--- src/common/ulc_pkg.sv ---
// Constants and carriers for the UART line control and status block
// Assumes a 32-bit APB master and a 100 MHz core clock
package ulc_pkg;
   // ==========================================================
   // Register byte offsets
   localparam logic [7:0] ULC_OFF_DATA  = 8'h00;
   localparam logic [7:0] ULC_OFF_DIVHI = 8'h04;
   localparam logic [7:0] ULC_OFF_IEN   = 8'h08;
   localparam logic [7:0] ULC_OFF_LCR   = 8'h0c;
   localparam logic [7:0] ULC_OFF_LSR   = 8'h14;
   localparam logic [7:0] ULC_OFF_IRQST = 8'h20;
   localparam logic [7:0] ULC_OFF_IRQMK = 8'h24;
   // ==========================================================
   // Line control field positions
   localparam int ULC_LC_DLS  = 7;
   localparam int ULC_LC_BRK  = 6;
   localparam int ULC_LC_STK  = 5;
   localparam int ULC_LC_EVN  = 4;
   localparam int ULC_LC_PEN  = 3;
   localparam int ULC_LC_STOP = 2;
   // Line status field positions
   localparam int ULC_LS_TX_REG_EMPTY_FLAG = 6;
   localparam int ULC_LS_BOTH = 5;
   localparam int ULC_LS_BRK  = 4;
   localparam int ULC_LS_FE   = 3;
   localparam int ULC_LS_PE   = 2;
   localparam int ULC_LS_OE   = 1;
   localparam int ULC_LS_DR   = 0;
   // Interrupt enable field position
   localparam int ULC_IE_RLS  = 2;
   // ==========================================================
   // Reset values
   localparam logic [7:0]  ULC_LCR_RST = 8'h00;
   localparam logic [15:0] ULC_DIV_RST = 16'h0001;
   // Oversampling: sub-ticks per bit
   localparam int ULC_OVS = 16;
   // ==========================================================
   // Bit engine states (Gray order on main path)
   typedef enum logic [2:0] {
      ULC_IDLE  = 3'b000,
      ULC_START = 3'b001,
      ULC_DATA  = 3'b011,
      ULC_PAR   = 3'b010,
      ULC_STOP  = 3'b110
   } ulc_state_e;
   // Frame format decoded from line control
   typedef struct packed {
      logic [3:0] nbits;
      logic       parity_enable;
      logic       even;
      logic       stick;
      logic [5:0] stop_ticks;
   } ulc_fmt_s;
endpackage : ulc_pkg

--- src/core/ulc_uart.sv ---
// UART line control and status with APB registers and serial pins
// Assumes synchronous APB, serial_input synchronous to ref_clk
//
// What this block does
// - Divisor select steers shared data address
// - Force break holds serial output low
// - Stick parity sends constant parity bit
// - Parity select chooses even or odd
// - Parity enable adds and checks parity
// - Long stop: 1.5 or 2 bits
// - Short stop: exactly one bit
// - Receiver checks only first stop bit
// - Length field selects 5 to 8 bits
// - Transmit empty flag, cleared by write
// - Both empty flag tracks tx and rx
// - Break flag on long low input
// - Framing flag on bad stop bit
// - Parity flag on parity mismatch
// - Overrun flag on unread overwrite
// - Data ready set, cleared by read
// - Status interrupt from error flags
`timescale 1ns/1ps
module ulc_uart
   import ulc_pkg::*;
#(
   parameter int DIV_W = 16
) (
   input  wire logic        ref_clk,       // Core clock
   input  wire logic        rst_n,         // Async reset, active low
   input  wire logic        psel,          // APB select
   input  wire logic        penable,       // APB enable
   input  wire logic        pwrite,        // APB direction
   input  wire logic [7:0]  paddr,         // APB byte address
   input  wire logic [31:0] pwdata,        // APB write data
   output logic      [31:0] prdata,        // APB read data
   output logic             pready,        // APB ready
   output logic             pslverr,       // APB error
   input  wire logic        serial_input,  // Receive line
   output logic             serial_output, // Transmit line
   output logic             irq            // Interrupt, active high
);
   initial begin
      // High byte write uses bits DIV_W-1:8, so at least 9 bits
      if (DIV_W < 9 || DIV_W > 16) $error("DIV_W out of range");
   end
   // ==========================================================
   // Registers
   logic [7:0]       lcr_ff, ien_ff, msk_ff, sts_ff, rxd_ff, txd_ff;
   logic [DIV_W-1:0] div_ff;
   logic             dr_ff, oe_ff, pe_ff, fe_ff, bi_ff, thr_full_ff;
   logic [31:0]      prdata_ff;
   logic             pready_ff, pslverr_ff, serial_output_ff, irq_ff;
   // ==========================================================
   // APB decode
   wire acc    = psel && penable && !pready_ff;
   wire wr     = acc && pwrite;
   wire rd     = acc && !pwrite;
   wire dls    = lcr_ff[ULC_LC_DLS];
   wire hit_d  = paddr == ULC_OFF_DATA;
   wire wr_tx  = wr && hit_d && !dls;
   wire wr_dl  = wr && hit_d && dls;
   wire rd_rx  = rd && hit_d && !dls;
   wire wr_dh  = wr && paddr == ULC_OFF_DIVHI;
   wire wr_lcr = wr && paddr == ULC_OFF_LCR;
   wire wr_ien = wr && paddr == ULC_OFF_IEN;
   wire wr_msk = wr && paddr == ULC_OFF_IRQMK;
   wire rd_lsr = rd && paddr == ULC_OFF_LSR;
   wire rd_ist = rd && paddr == ULC_OFF_IRQST;
   wire mapped = hit_d || paddr == ULC_OFF_DIVHI || paddr == ULC_OFF_LCR
              || paddr == ULC_OFF_IEN || paddr == ULC_OFF_IRQMK
              || paddr == ULC_OFF_LSR || paddr == ULC_OFF_IRQST;
   // ==========================================================
   // Frame format
   ulc_fmt_s fmt;
   assign fmt.nbits = 4'd5 + {2'b00, lcr_ff[1:0]};
   assign fmt.parity_enable   = lcr_ff[ULC_LC_PEN];
   assign fmt.even  = lcr_ff[ULC_LC_EVN];
   assign fmt.stick = lcr_ff[ULC_LC_STK];
   assign fmt.stop_ticks = !lcr_ff[ULC_LC_STOP] ? 6'd16 :
                           (lcr_ff[1:0] == 2'b00) ? 6'd24 : 6'd32;
   // ==========================================================
   // Baud tick: one sixteenth of a bit
   logic [DIV_W-1:0] bdiv_ff;
   logic             tick_ff;
   wire [DIV_W-1:0]  div_eff = (div_ff == '0) ? DIV_W'(1) : div_ff;
   always_ff @(posedge ref_clk or negedge rst_n) begin
      if (!rst_n) begin
         bdiv_ff <= '0;
         tick_ff <= 1'b0;
      end else begin
         tick_ff <= (bdiv_ff + DIV_W'(1) >= div_eff);
         bdiv_ff <= (bdiv_ff + DIV_W'(1) >= div_eff) ? '0 : bdiv_ff + DIV_W'(1);
      end
   end
   // ==========================================================
   // Transmitter
   ulc_state_e tst_ff;
   logic [7:0] tsh_ff;
   logic [3:0] tbit_ff;
   logic [5:0] tsub_ff;
   logic       tpar_ff, tline_ff;
   wire        tbit_end = tick_ff && tsub_ff == 6'd15;
   wire        tx_busy  = tst_ff != ULC_IDLE;
   // Parity bit value, stick parity gives a constant
   wire        tx_par   = fmt.stick ? fmt.even : (tpar_ff ^ !fmt.even);
   always_ff @(posedge ref_clk or negedge rst_n) begin
      if (!rst_n) begin
         tst_ff <= ULC_IDLE;
         tsh_ff <= 8'h00;
         tbit_ff <= 4'h0;
         tsub_ff <= 6'h00;
         tpar_ff <= 1'b0;
         tline_ff <= 1'b1;
      end else begin
         tsub_ff <= tick_ff ? tsub_ff + 6'd1 : tsub_ff;
         case (tst_ff)
            ULC_IDLE: begin
               tline_ff <= 1'b1;
               tsub_ff <= 6'h00;
               if (thr_full_ff && tick_ff) begin
                  tst_ff <= ULC_START;
                  tsh_ff <= txd_ff;
                  tpar_ff <= 1'b0;
                  tline_ff <= 1'b0;
               end
            end
            ULC_START: begin
               if (tbit_end) begin
                  tst_ff <= ULC_DATA;
                  tsub_ff <= 6'h00;
                  tbit_ff <= 4'h0;
                  tline_ff <= tsh_ff[0];
               end
            end
            ULC_DATA: begin
               if (tbit_end) begin
                  tsub_ff <= 6'h00;
                  tpar_ff <= tpar_ff ^ tsh_ff[0];
                  tsh_ff <= {1'b0, tsh_ff[7:1]};
                  tbit_ff <= tbit_ff + 4'd1;
                  if (tbit_ff + 4'd1 == fmt.nbits) begin
                     tst_ff <= fmt.parity_enable ? ULC_PAR : ULC_STOP;
                     // Parity folds in the last data bit, no glitch on entry
                     tline_ff <= !fmt.parity_enable ? 1'b1 : fmt.stick ? fmt.even :
                                 (tpar_ff ^ tsh_ff[0] ^ !fmt.even);
                  end else begin
                     tline_ff <= tsh_ff[1];
                  end
               end
            end
            ULC_PAR: begin
               tline_ff <= tx_par;
               if (tbit_end) begin
                  tst_ff <= ULC_STOP;
                  tsub_ff <= 6'h00;
                  tline_ff <= 1'b1;
               end
            end
            ULC_STOP: begin
               // One tick early: the idle cycle completes the stop time
               if (tick_ff && tsub_ff + 6'd2 == fmt.stop_ticks) begin
                  tst_ff <= ULC_IDLE;
                  tsub_ff <= 6'h00;
               end
            end
            default: tst_ff <= ULC_IDLE;
         endcase
      end
   end
   // ==========================================================
   // Receiver
   ulc_state_e rst_ff;
   logic [7:0] rsh_ff;
   logic [3:0] rbit_ff;
   logic [3:0] rsub_ff;
   logic       rpar_ff, rperr_ff;
   logic [9:0] low_ff;
   logic       brk_seen_ff;
   wire        rsamp  = tick_ff && rsub_ff == 4'd7;
   wire        rb_end = tick_ff && rsub_ff == 4'd15;
   // Parity expected on the line
   wire        rx_exp = fmt.stick ? fmt.even : (rpar_ff ^ !fmt.even);
   wire        rx_done = rst_ff == ULC_STOP && rsamp;
   wire [7:0]  rx_char = rsh_ff >> (4'd8 - fmt.nbits);
   // Longest frame: start, 8 data, parity, 2 stop bits = 12 bits
   wire        brk_hit = low_ff >= 10'd192;
   always_ff @(posedge ref_clk or negedge rst_n) begin
      if (!rst_n) begin
         rst_ff <= ULC_IDLE;
         rsh_ff <= 8'h00;
         rbit_ff <= 4'h0;
         rsub_ff <= 4'h0;
         rpar_ff <= 1'b0;
         rperr_ff <= 1'b0;
      end else begin
         rsub_ff <= tick_ff ? rsub_ff + 4'd1 : rsub_ff;
         case (rst_ff)
            ULC_IDLE: begin
               rsub_ff <= 4'h0;
               if (!serial_input && !brk_seen_ff) rst_ff <= ULC_START;
            end
            ULC_START: begin
               if (rsamp) rst_ff <= serial_input ? ULC_IDLE : ULC_START;
               if (rb_end) begin
                  rst_ff <= ULC_DATA;
                  rbit_ff <= 4'h0;
                  rpar_ff <= 1'b0;
               end
            end
            ULC_DATA: begin
               if (rsamp) begin
                  rsh_ff <= {serial_input, rsh_ff[7:1]};
                  rpar_ff <= rpar_ff ^ serial_input;
               end
               if (rb_end) begin
                  rbit_ff <= rbit_ff + 4'd1;
                  if (rbit_ff + 4'd1 == fmt.nbits) rst_ff <= fmt.parity_enable ? ULC_PAR : ULC_STOP;
               end
            end
            ULC_PAR: begin
               if (rsamp) rperr_ff <= serial_input != rx_exp;
               if (rb_end) rst_ff <= ULC_STOP;
            end
            ULC_STOP: begin
               if (rsamp) rst_ff <= ULC_IDLE;
               if (!fmt.parity_enable) rperr_ff <= 1'b0;
            end
            default: rst_ff <= ULC_IDLE;
         endcase
      end
   end
   // Low-level duration for break detection
   always_ff @(posedge ref_clk or negedge rst_n) begin
      if (!rst_n) begin
         low_ff <= 10'h000;
         brk_seen_ff <= 1'b0;
      end else begin
         low_ff <= serial_input ? 10'h000 : (tick_ff && !brk_hit) ? low_ff + 10'd1 : low_ff;
         brk_seen_ff <= serial_input ? 1'b0 : (brk_hit || brk_seen_ff);
      end
   end
   // ==========================================================
   // Line status flags, hardware set beats read clear
   wire brk_ev = brk_hit && !brk_seen_ff;
   wire fe_ev  = rx_done && !serial_input && !brk_hit;
   wire pe_ev  = rx_done && rperr_ff && fmt.parity_enable;
   wire oe_ev  = rx_done && dr_ff && !rd_rx;
   logic [7:0] lsr;
   assign lsr = {1'b0, !thr_full_ff && !tx_busy, !thr_full_ff && !dr_ff,
                 bi_ff, fe_ff, pe_ff, oe_ff, dr_ff};
   always_ff @(posedge ref_clk or negedge rst_n) begin
      if (!rst_n) begin
         dr_ff <= 1'b0;
         oe_ff <= 1'b0;
         pe_ff <= 1'b0;
         fe_ff <= 1'b0;
         bi_ff <= 1'b0;
         rxd_ff <= 8'h00;
         thr_full_ff <= 1'b0;
         txd_ff <= 8'h00;
      end else begin
         dr_ff <= rx_done || (dr_ff && !rd_rx);
         rxd_ff <= rx_done ? rx_char : rxd_ff;
         oe_ff <= oe_ev || (oe_ff && !rd_lsr);
         pe_ff <= pe_ev || (pe_ff && !rd_lsr);
         fe_ff <= fe_ev || (fe_ff && !rd_lsr);
         bi_ff <= brk_ev || (bi_ff && !rd_lsr);
         thr_full_ff <= wr_tx || (thr_full_ff && !(tst_ff == ULC_IDLE && tick_ff));
         txd_ff <= wr_tx ? pwdata[7:0] : txd_ff;
      end
   end
   // ==========================================================
   // Interrupt status, read to clear; set beats clear
   wire [7:0] ev = {4'h0, lsr[ULC_LS_TX_REG_EMPTY_FLAG] && thr_full_ff, brk_ev,
                    rx_done,
                    ien_ff[ULC_IE_RLS] && (oe_ev || pe_ev || fe_ev)};
   // ==========================================================
   // Control registers and bus answer
   always_ff @(posedge ref_clk or negedge rst_n) begin
      if (!rst_n) begin
         lcr_ff <= ULC_LCR_RST;
         ien_ff <= 8'h00;
         msk_ff <= 8'h00;
         sts_ff <= 8'h00;
         div_ff <= DIV_W'(ULC_DIV_RST);
         prdata_ff <= 32'h0000_0000;
         pready_ff <= 1'b0;
         pslverr_ff <= 1'b0;
         serial_output_ff <= 1'b1;
         irq_ff <= 1'b0;
      end else begin
         lcr_ff <= wr_lcr ? pwdata[7:0] : lcr_ff;
         ien_ff <= wr_ien ? pwdata[7:0] : ien_ff;
         msk_ff <= wr_msk ? pwdata[7:0] : msk_ff;
         sts_ff <= ev | (rd_ist ? 8'h00 : sts_ff);
         if (wr_dl) div_ff[7:0] <= pwdata[7:0];
         if (wr_dh) div_ff[DIV_W-1:8] <= pwdata[DIV_W-1:8];
         pready_ff <= acc;
         pslverr_ff <= acc && !mapped;
         prdata_ff <= !rd ? 32'h0000_0000 :
                      hit_d ? {24'h0, dls ? div_ff[7:0] : rxd_ff} :
                      paddr == ULC_OFF_DIVHI ? {24'h0, 8'(div_ff >> 8)} :
                      paddr == ULC_OFF_LCR ? {24'h0, lcr_ff} :
                      paddr == ULC_OFF_IEN ? {24'h0, ien_ff} :
                      paddr == ULC_OFF_IRQMK ? {24'h0, msk_ff} :
                      paddr == ULC_OFF_LSR ? {24'h0, lsr} :
                      paddr == ULC_OFF_IRQST ? {24'h0, sts_ff} : 32'h0000_0000;
         serial_output_ff <= lcr_ff[ULC_LC_BRK] ? 1'b0 : tline_ff;
         irq_ff <= |((ev | sts_ff) & msk_ff);
      end
   end
   assign prdata        = prdata_ff;
   assign pready        = pready_ff;
   assign pslverr       = pslverr_ff;
   assign serial_output = serial_output_ff;
   assign irq           = irq_ff;
   // ==========================================================
   // Assertions
   a_break_holds_low: assert property (@(posedge ref_clk) disable iff (!rst_n)
      lcr_ff[ULC_LC_BRK] |=> !serial_output) else $error("break not low");
   a_tx_reg_empty_flag_clear_write: assert property (@(posedge ref_clk) disable iff (!rst_n)
      wr_tx |=> !lsr[ULC_LS_TX_REG_EMPTY_FLAG]) else $error("tx empty after write");
   a_both_empty_rx: assert property (@(posedge ref_clk) disable iff (!rst_n)
      rx_done |=> !lsr[ULC_LS_BOTH]) else $error("both empty after rx");
   a_dr_set_rx: assert property (@(posedge ref_clk) disable iff (!rst_n)
      rx_done |=> dr_ff) else $error("data ready missing");
   a_dr_clear_read: assert property (@(posedge ref_clk) disable iff (!rst_n)
      rd_rx && !rx_done |=> !dr_ff) else $error("data ready not cleared");
   a_overrun_set: assert property (@(posedge ref_clk) disable iff (!rst_n)
      rx_done && dr_ff && !rd_rx |=> oe_ff) else $error("overrun missing");
   a_err_clear_read: assert property (@(posedge ref_clk) disable iff (!rst_n)
      rd_lsr && !fe_ev && !pe_ev |=> !fe_ff && !pe_ff) else $error("errors not cleared");
   a_divisor_latch_select_no_tx: assert property (@(posedge ref_clk) disable iff (!rst_n)
      wr && hit_d && dls && !thr_full_ff |=> !thr_full_ff) else $error("tx write under dls");
   a_stick_par: assert property (@(posedge ref_clk) disable iff (!rst_n)
      tst_ff == ULC_PAR && fmt.stick && $stable(lcr_ff) && !lcr_ff[ULC_LC_BRK]
      |=> ##1 (tst_ff != ULC_PAR || serial_output == fmt.even)) else $error("stick parity");
   a_frame_err: assert property (@(posedge ref_clk) disable iff (!rst_n)
      fe_ev |=> fe_ff) else $error("framing flag missing");
endmodule : ulc_uart

--- config.mk ---
export PLATFORM = sky130hd
export DESIGN_NAME = ulc_uart
export DESIGN_NICKNAME = d
export VERILOG_FILES = /design/src/common/ulc_pkg.sv /design/src/core/ulc_uart.sv
export SDC_FILE = /design/constraint.sdc
export NUM_CORES = 1
export LEC_CHECK = 0
export BUFFER_PORTS_ARGS = -buffer_cell sky130_fd_sc_hd__buf_2
export CAP_MARGIN = 30
export CORE_ASPECT_RATIO = 1.5
export CORE_MARGIN = 1.5
export CORE_UTILIZATION = 40
export DETAILED_ROUTE_END_ITERATION = 10
export PLACE_DENSITY = 0.57
export SLEW_MARGIN = 20
export SYNTH_ARGS = -nofsm -noshare
export SYNTH_HDL_FRONTEND = slang
export SYNTH_SLANG_ARGS = --single-unit
--- constraint.sdc ---
create_clock -name ref_clk -period 3.94 [get_ports ref_clk]
set_clock_uncertainty 0.05 [all_clocks]
set_input_delay 0.591 -clock ref_clk [delete_from_list [all_inputs] [get_ports ref_clk]]
set_output_delay 0.591 -clock ref_clk [all_outputs]
set_load 0.005 [all_outputs]
======== Word-level counts from Yosys, hierarchy flattened ========
Index checks and enable logic that the tools add are counted.
storage, ports and cells
  register bits ........................... 154
  bits of input ports ..................... 46
cells by class
  add/subtract/negate cells ............... 9
  order comparisons ....................... 2
  equality and inequality tests ........... 37
  shift operators ......................... 1
  mux-type cells .......................... 69
  bitwise operators ....................... 8
  reduce and logical (&&, ||, !) cells .... 95
operator list
  operator               count
  $mux 8                 12
  $logic_and 1x1->1      42
  $mux 3                 14
  $mux 16                2
  $mux 6                 5
  $ne 2x2->1 const B     15
  $pmux 3 s5             2
  $mux 4                 6
  $mux 10                2
  $mux 1                 18
  $pmux 6 s3             1
  $reduce_and 3->1       6
  $add 16x1->16 const B  1
  $eq 8x4->1 const B     2
  $eq 8x6->1 const B     2
  $ge 16x16->1           1
  $logic_not 16->1       1
  $or 4x8->8             2
  $pmux 4 s2             2
  $pmux 8 s2             1
  $logic_or 1x1->1       15
  $logic_not 1->1        14
  $add 4x1->4 const B    3
  $eq 3x2->1 const B     4
  other kinds (32)       48

======== Logic depth before layout (Yosys ltp) ========
  depth after elaboration ................. 13
  gate-level depth with buffers ........... 12

======== Worst setup path after synthesis ========
Ideal clock, no wire load.
  path kind ............................... flip-flop to flip-flop
  start point ............................. register bdiv_ff[0]
  end point ............................... register bdiv_ff[6]
  setup time .............................. 0.140 ns
  arrival ................................. 2.528 ns
  required time ........................... 3.750 ns
  setup slack ............................. 1.222 ns
  stages on the path, launching flop included .. 11
  buffers on the path ..................... 1
  period minus slack after synthesis ...... 2.718 ns
  cell sequence ........................... dfrtp_1 > ha_1 > nand4_1 > nor2_1 > nand3_1 > xnor2_1 > ha_1 > nand4_1 > a2111oi_2 > clkbuf_1 > nor3b_1
between the ends
  word-level cells in the longest chain between the ends .. 3
ends and longest elaborated chain
  element                   line            text
  start: declaration        ulc_uart.sv:83  logic [DIV_W-1:0] bdiv_ff;
  start signal: assignment  ulc_uart.sv:92  bdiv_ff <= (bdiv_ff + DIV_W'(1) >= div_eff) ? '0 : bdiv_ff + DIV_W'(1);
  $add 16x1->16 *           ulc_uart.sv:92
  $ge 16x16->1              ulc_uart.sv:92
  $mux 16 *                 ulc_uart.sv:92
Mark *: on every way between the ends. The rest lies on a longest branch, timed or not.
A chain may end at the register's enable or synchronous reset.

======== Worst setup path after layout ========
  start point ............................. register bdiv_ff[0]
  end point ............................... register tick_ff
between the ends
  word-level cells in the longest chain between the ends .. 2
ends and longest elaborated chain
  element                 line            text
  $add 16x1->16           ulc_uart.sv:91  tick_ff <= (bdiv_ff + DIV_W'(1) >= div_eff);
  $ge 16x16->1            ulc_uart.sv:91
  end signal: assignment  ulc_uart.sv:91
  end: declaration        ulc_uart.sv:84  logic tick_ff;
No other way between the ends.

==> results.ini <==
[die]
io_pins = 82
core_area_um2 = 20300
chipHeight_um = 179
fp.dieArea_um2 = 21500
start_util_pct = 40.5
num_rows = 64
die_w_um = 120

[yosys]
synth-main-ff-cell = dfrtp_1
yosysMostFrequentCell = dfrtp_1
yosysWarnings = 0
synth_edf_count = 0
synth_area_leaders = dfrtp_1, mux2_2, ha_1
synth.largest_area_cell = dfrtp_1
syn_area_per_cell_um2 = 10.2
async_flop_share_pct = 100
yosysUniqueCellTypes = 70
ys_seq_area_share_pct = 45.6
synth_cells = 811
synth.cell_area_um2 = 8240
synthTopCellsByCount = dfrtp_1, nand2_1, mux2_2
yosys.area.top_type_share_pct = 44.6
ys_ff_latch = 150

[timing]
maxSlewHeadroom_pct = 33.2
fin_tns_setup_ps = 0
timing.final.crit_period_ps = 3010
slew_viol_final = 0
fmax_mhz = 332
tightest_slew_ps = 988
min_period_over_period_pct = 76.5
setup_viol = 0
rsz0062_at_grt = no
fin_ws_ps = 927
finalHoldViolCount = 0

[final_layout]
antenna_cells = 0
top_regs = bdiv_ff (16), div_ff (16), low_ff (10)
drive_gt1_share_pct = 18.1
areaGrowthSynthToFinish_pct = 11.6
final_cells = 1121
final_area_um2 = 9200
nNetsFinal = 917
nFillCells = 1970

[critical_path]
ff2ff_path_depth = 11
crit_type = reg2reg
critPathRequiredTime_ps = 4190
r2r_start = bdiv_ff[0]
crit_path_end_kind = flop
start_kind = flop
cp.arrival_ps = 3270
r2r_end = tick_ff
worst-r2r-setup-slack_ps = 930
crit_fanout = 17

[place]
place_inst = 1089
place_ws_ps = 921
gp_congestion = 0.911
postPlaceCellArea_um2 = 8630
hpwl_mm = 14.7
portBuffers = 41

[run_status]
status = finished, final reports clean

[clocking]
cts_setup_buffers = 0
clock_sinks = 150
tritoncts = yes
clockRootBuffer = clkbuf_16
clk_latency_ps = 430
cts.htree.levels = 4
path_clk_slew_ps = 60
clockBufferDepth = 2
ctsResizeCount = 0
hold_buffers = 0
cts_buffers = 17

[routing]
via_count = 6087
drt_iter0_drc = 358
drc = 0
avgViaCountPerCell = 5.43
wl_mm = 19.9
antenna_left = 0
routedWlPerCell_um = 17.8
firstDrtPassIters = 5

[global_route]
grt_overflow = 0
antenna_found_initial = 1
grt_use_total_pct = 19.6
grt_max_degree = 82
grt_pass1_vias = 6038
grt_pass1_wl_mm = 32.3

[power_and_ir_drop]
leakage_nw = 4.19
ir_worst_vdd_uv = 299
p_per_area_nw_per_um2 = 429

[worst_hold_path]
hold_class = in2async

[flow_run]
maxCapViolCount = 0

area by class of cell:
class / count / area (µm²) / area share [%]
multi-input cells: 594 / 4140 / 45.0
flip-flops and latches: 150 / 3760 / 40.9
clock buffers: 21 / 440 / 4.79
well taps: 264 / 330 / 3.59
repair buffers: 48 / 277 / 3.01
clock inverters: 11 / 128 / 1.39
inverters: 33 / 124 / 1.35
worst max-delay path by stage:
| stage | startpoint | to | depth (start not counted) |
|---|---|---|---|
| after floorplan | bdiv_ff[0] | bdiv_ff[6] | 10 |
| after global placement | bdiv_ff[0] | tick_ff | 11 |
| after detailed placement | bdiv_ff[0] | tick_ff | 11 |
| after CTS | bdiv_ff[0] | tick_ff | 11 |
| after global routing | bdiv_ff[0] | tick_ff | 11 |
| final | bdiv_ff[0] | tick_ff | 11 |
per-stage QoR:
step                      util (%)  power, mW  hold slack [ps]
after global routing          45.2       4.17              226
after detailed placement      42.4       2.40              385
after CTS                     45.2       3.99              190
final                         45.2       3.95              155
after global placement        42.4       2.39              398
after floorplan                  -       2.22              245
metal layers:
layer | vias to the layer above | GRT usage (%) | routed length [µm]
li1 | 2939 | - | -
met1 | 2987 | 22.3 | 7990
met2 | 124 | 36.0 | 10800
met3 | 35 | 2.80 | 503
met4 | 2 | 9.18 | 654
met5 | - | 0 | 13
layout by cell type (no fill, tap or decap), drive strengths merged, types with 12 or more instances in the layout:
master  synthesis  final
nor3           21     21
buf            33     48
mux2i          12     12
nand2          83     83
nor3b          18     18
o21ai          25     25
mux2           58     58
inv            32     33
nor2           54     54
ha             27     27
nand3          29     29
xor2           20     20
dfrtp         147    147
a21oi          29     29
nor4           12     12
xnor2          20     20
conb            1     24
nand4          13     13
clkbuf         24     21
power breakdown:
| part | internal (mW) | switching, mW | total (mW) |
|---|---|---|---|
| Sequential | 1.64 | 0.133 | 1.77 |
| Combinational | 0.260 | 0.333 | 0.592 |
| Clock | 0.935 | 0.653 | 1.59 |
critical path, stage by stage, from the launching register on:
cell and delay (ps):
dfrtp_1 410, ha_1 230, nand4_1 240, nor2_1 260, nand3_1 120, xnor2_1 210, ha_1 280, nand4_1 160
nor2_1 70, a211oi_1 260, o21ai_2 250, or2_2 340
cells by family (layout without fill, tap and decap cells):
kind of cell,Yosys count,in the layout,synth area share [%]
adders and majority gates,27,27,4.10
DFF,150,150,45.6
and+or+nand+nor,292,292,18.5
buffers and inverters,90,113,5.24
muxes,76,76,11.0
xor gates and xnor gates,40,40,4.25
other,1,24,0.0455
AOI/OAI and AO/OA,135,135,11.2
Note: power is estimated with default switching activity, not from simulation.
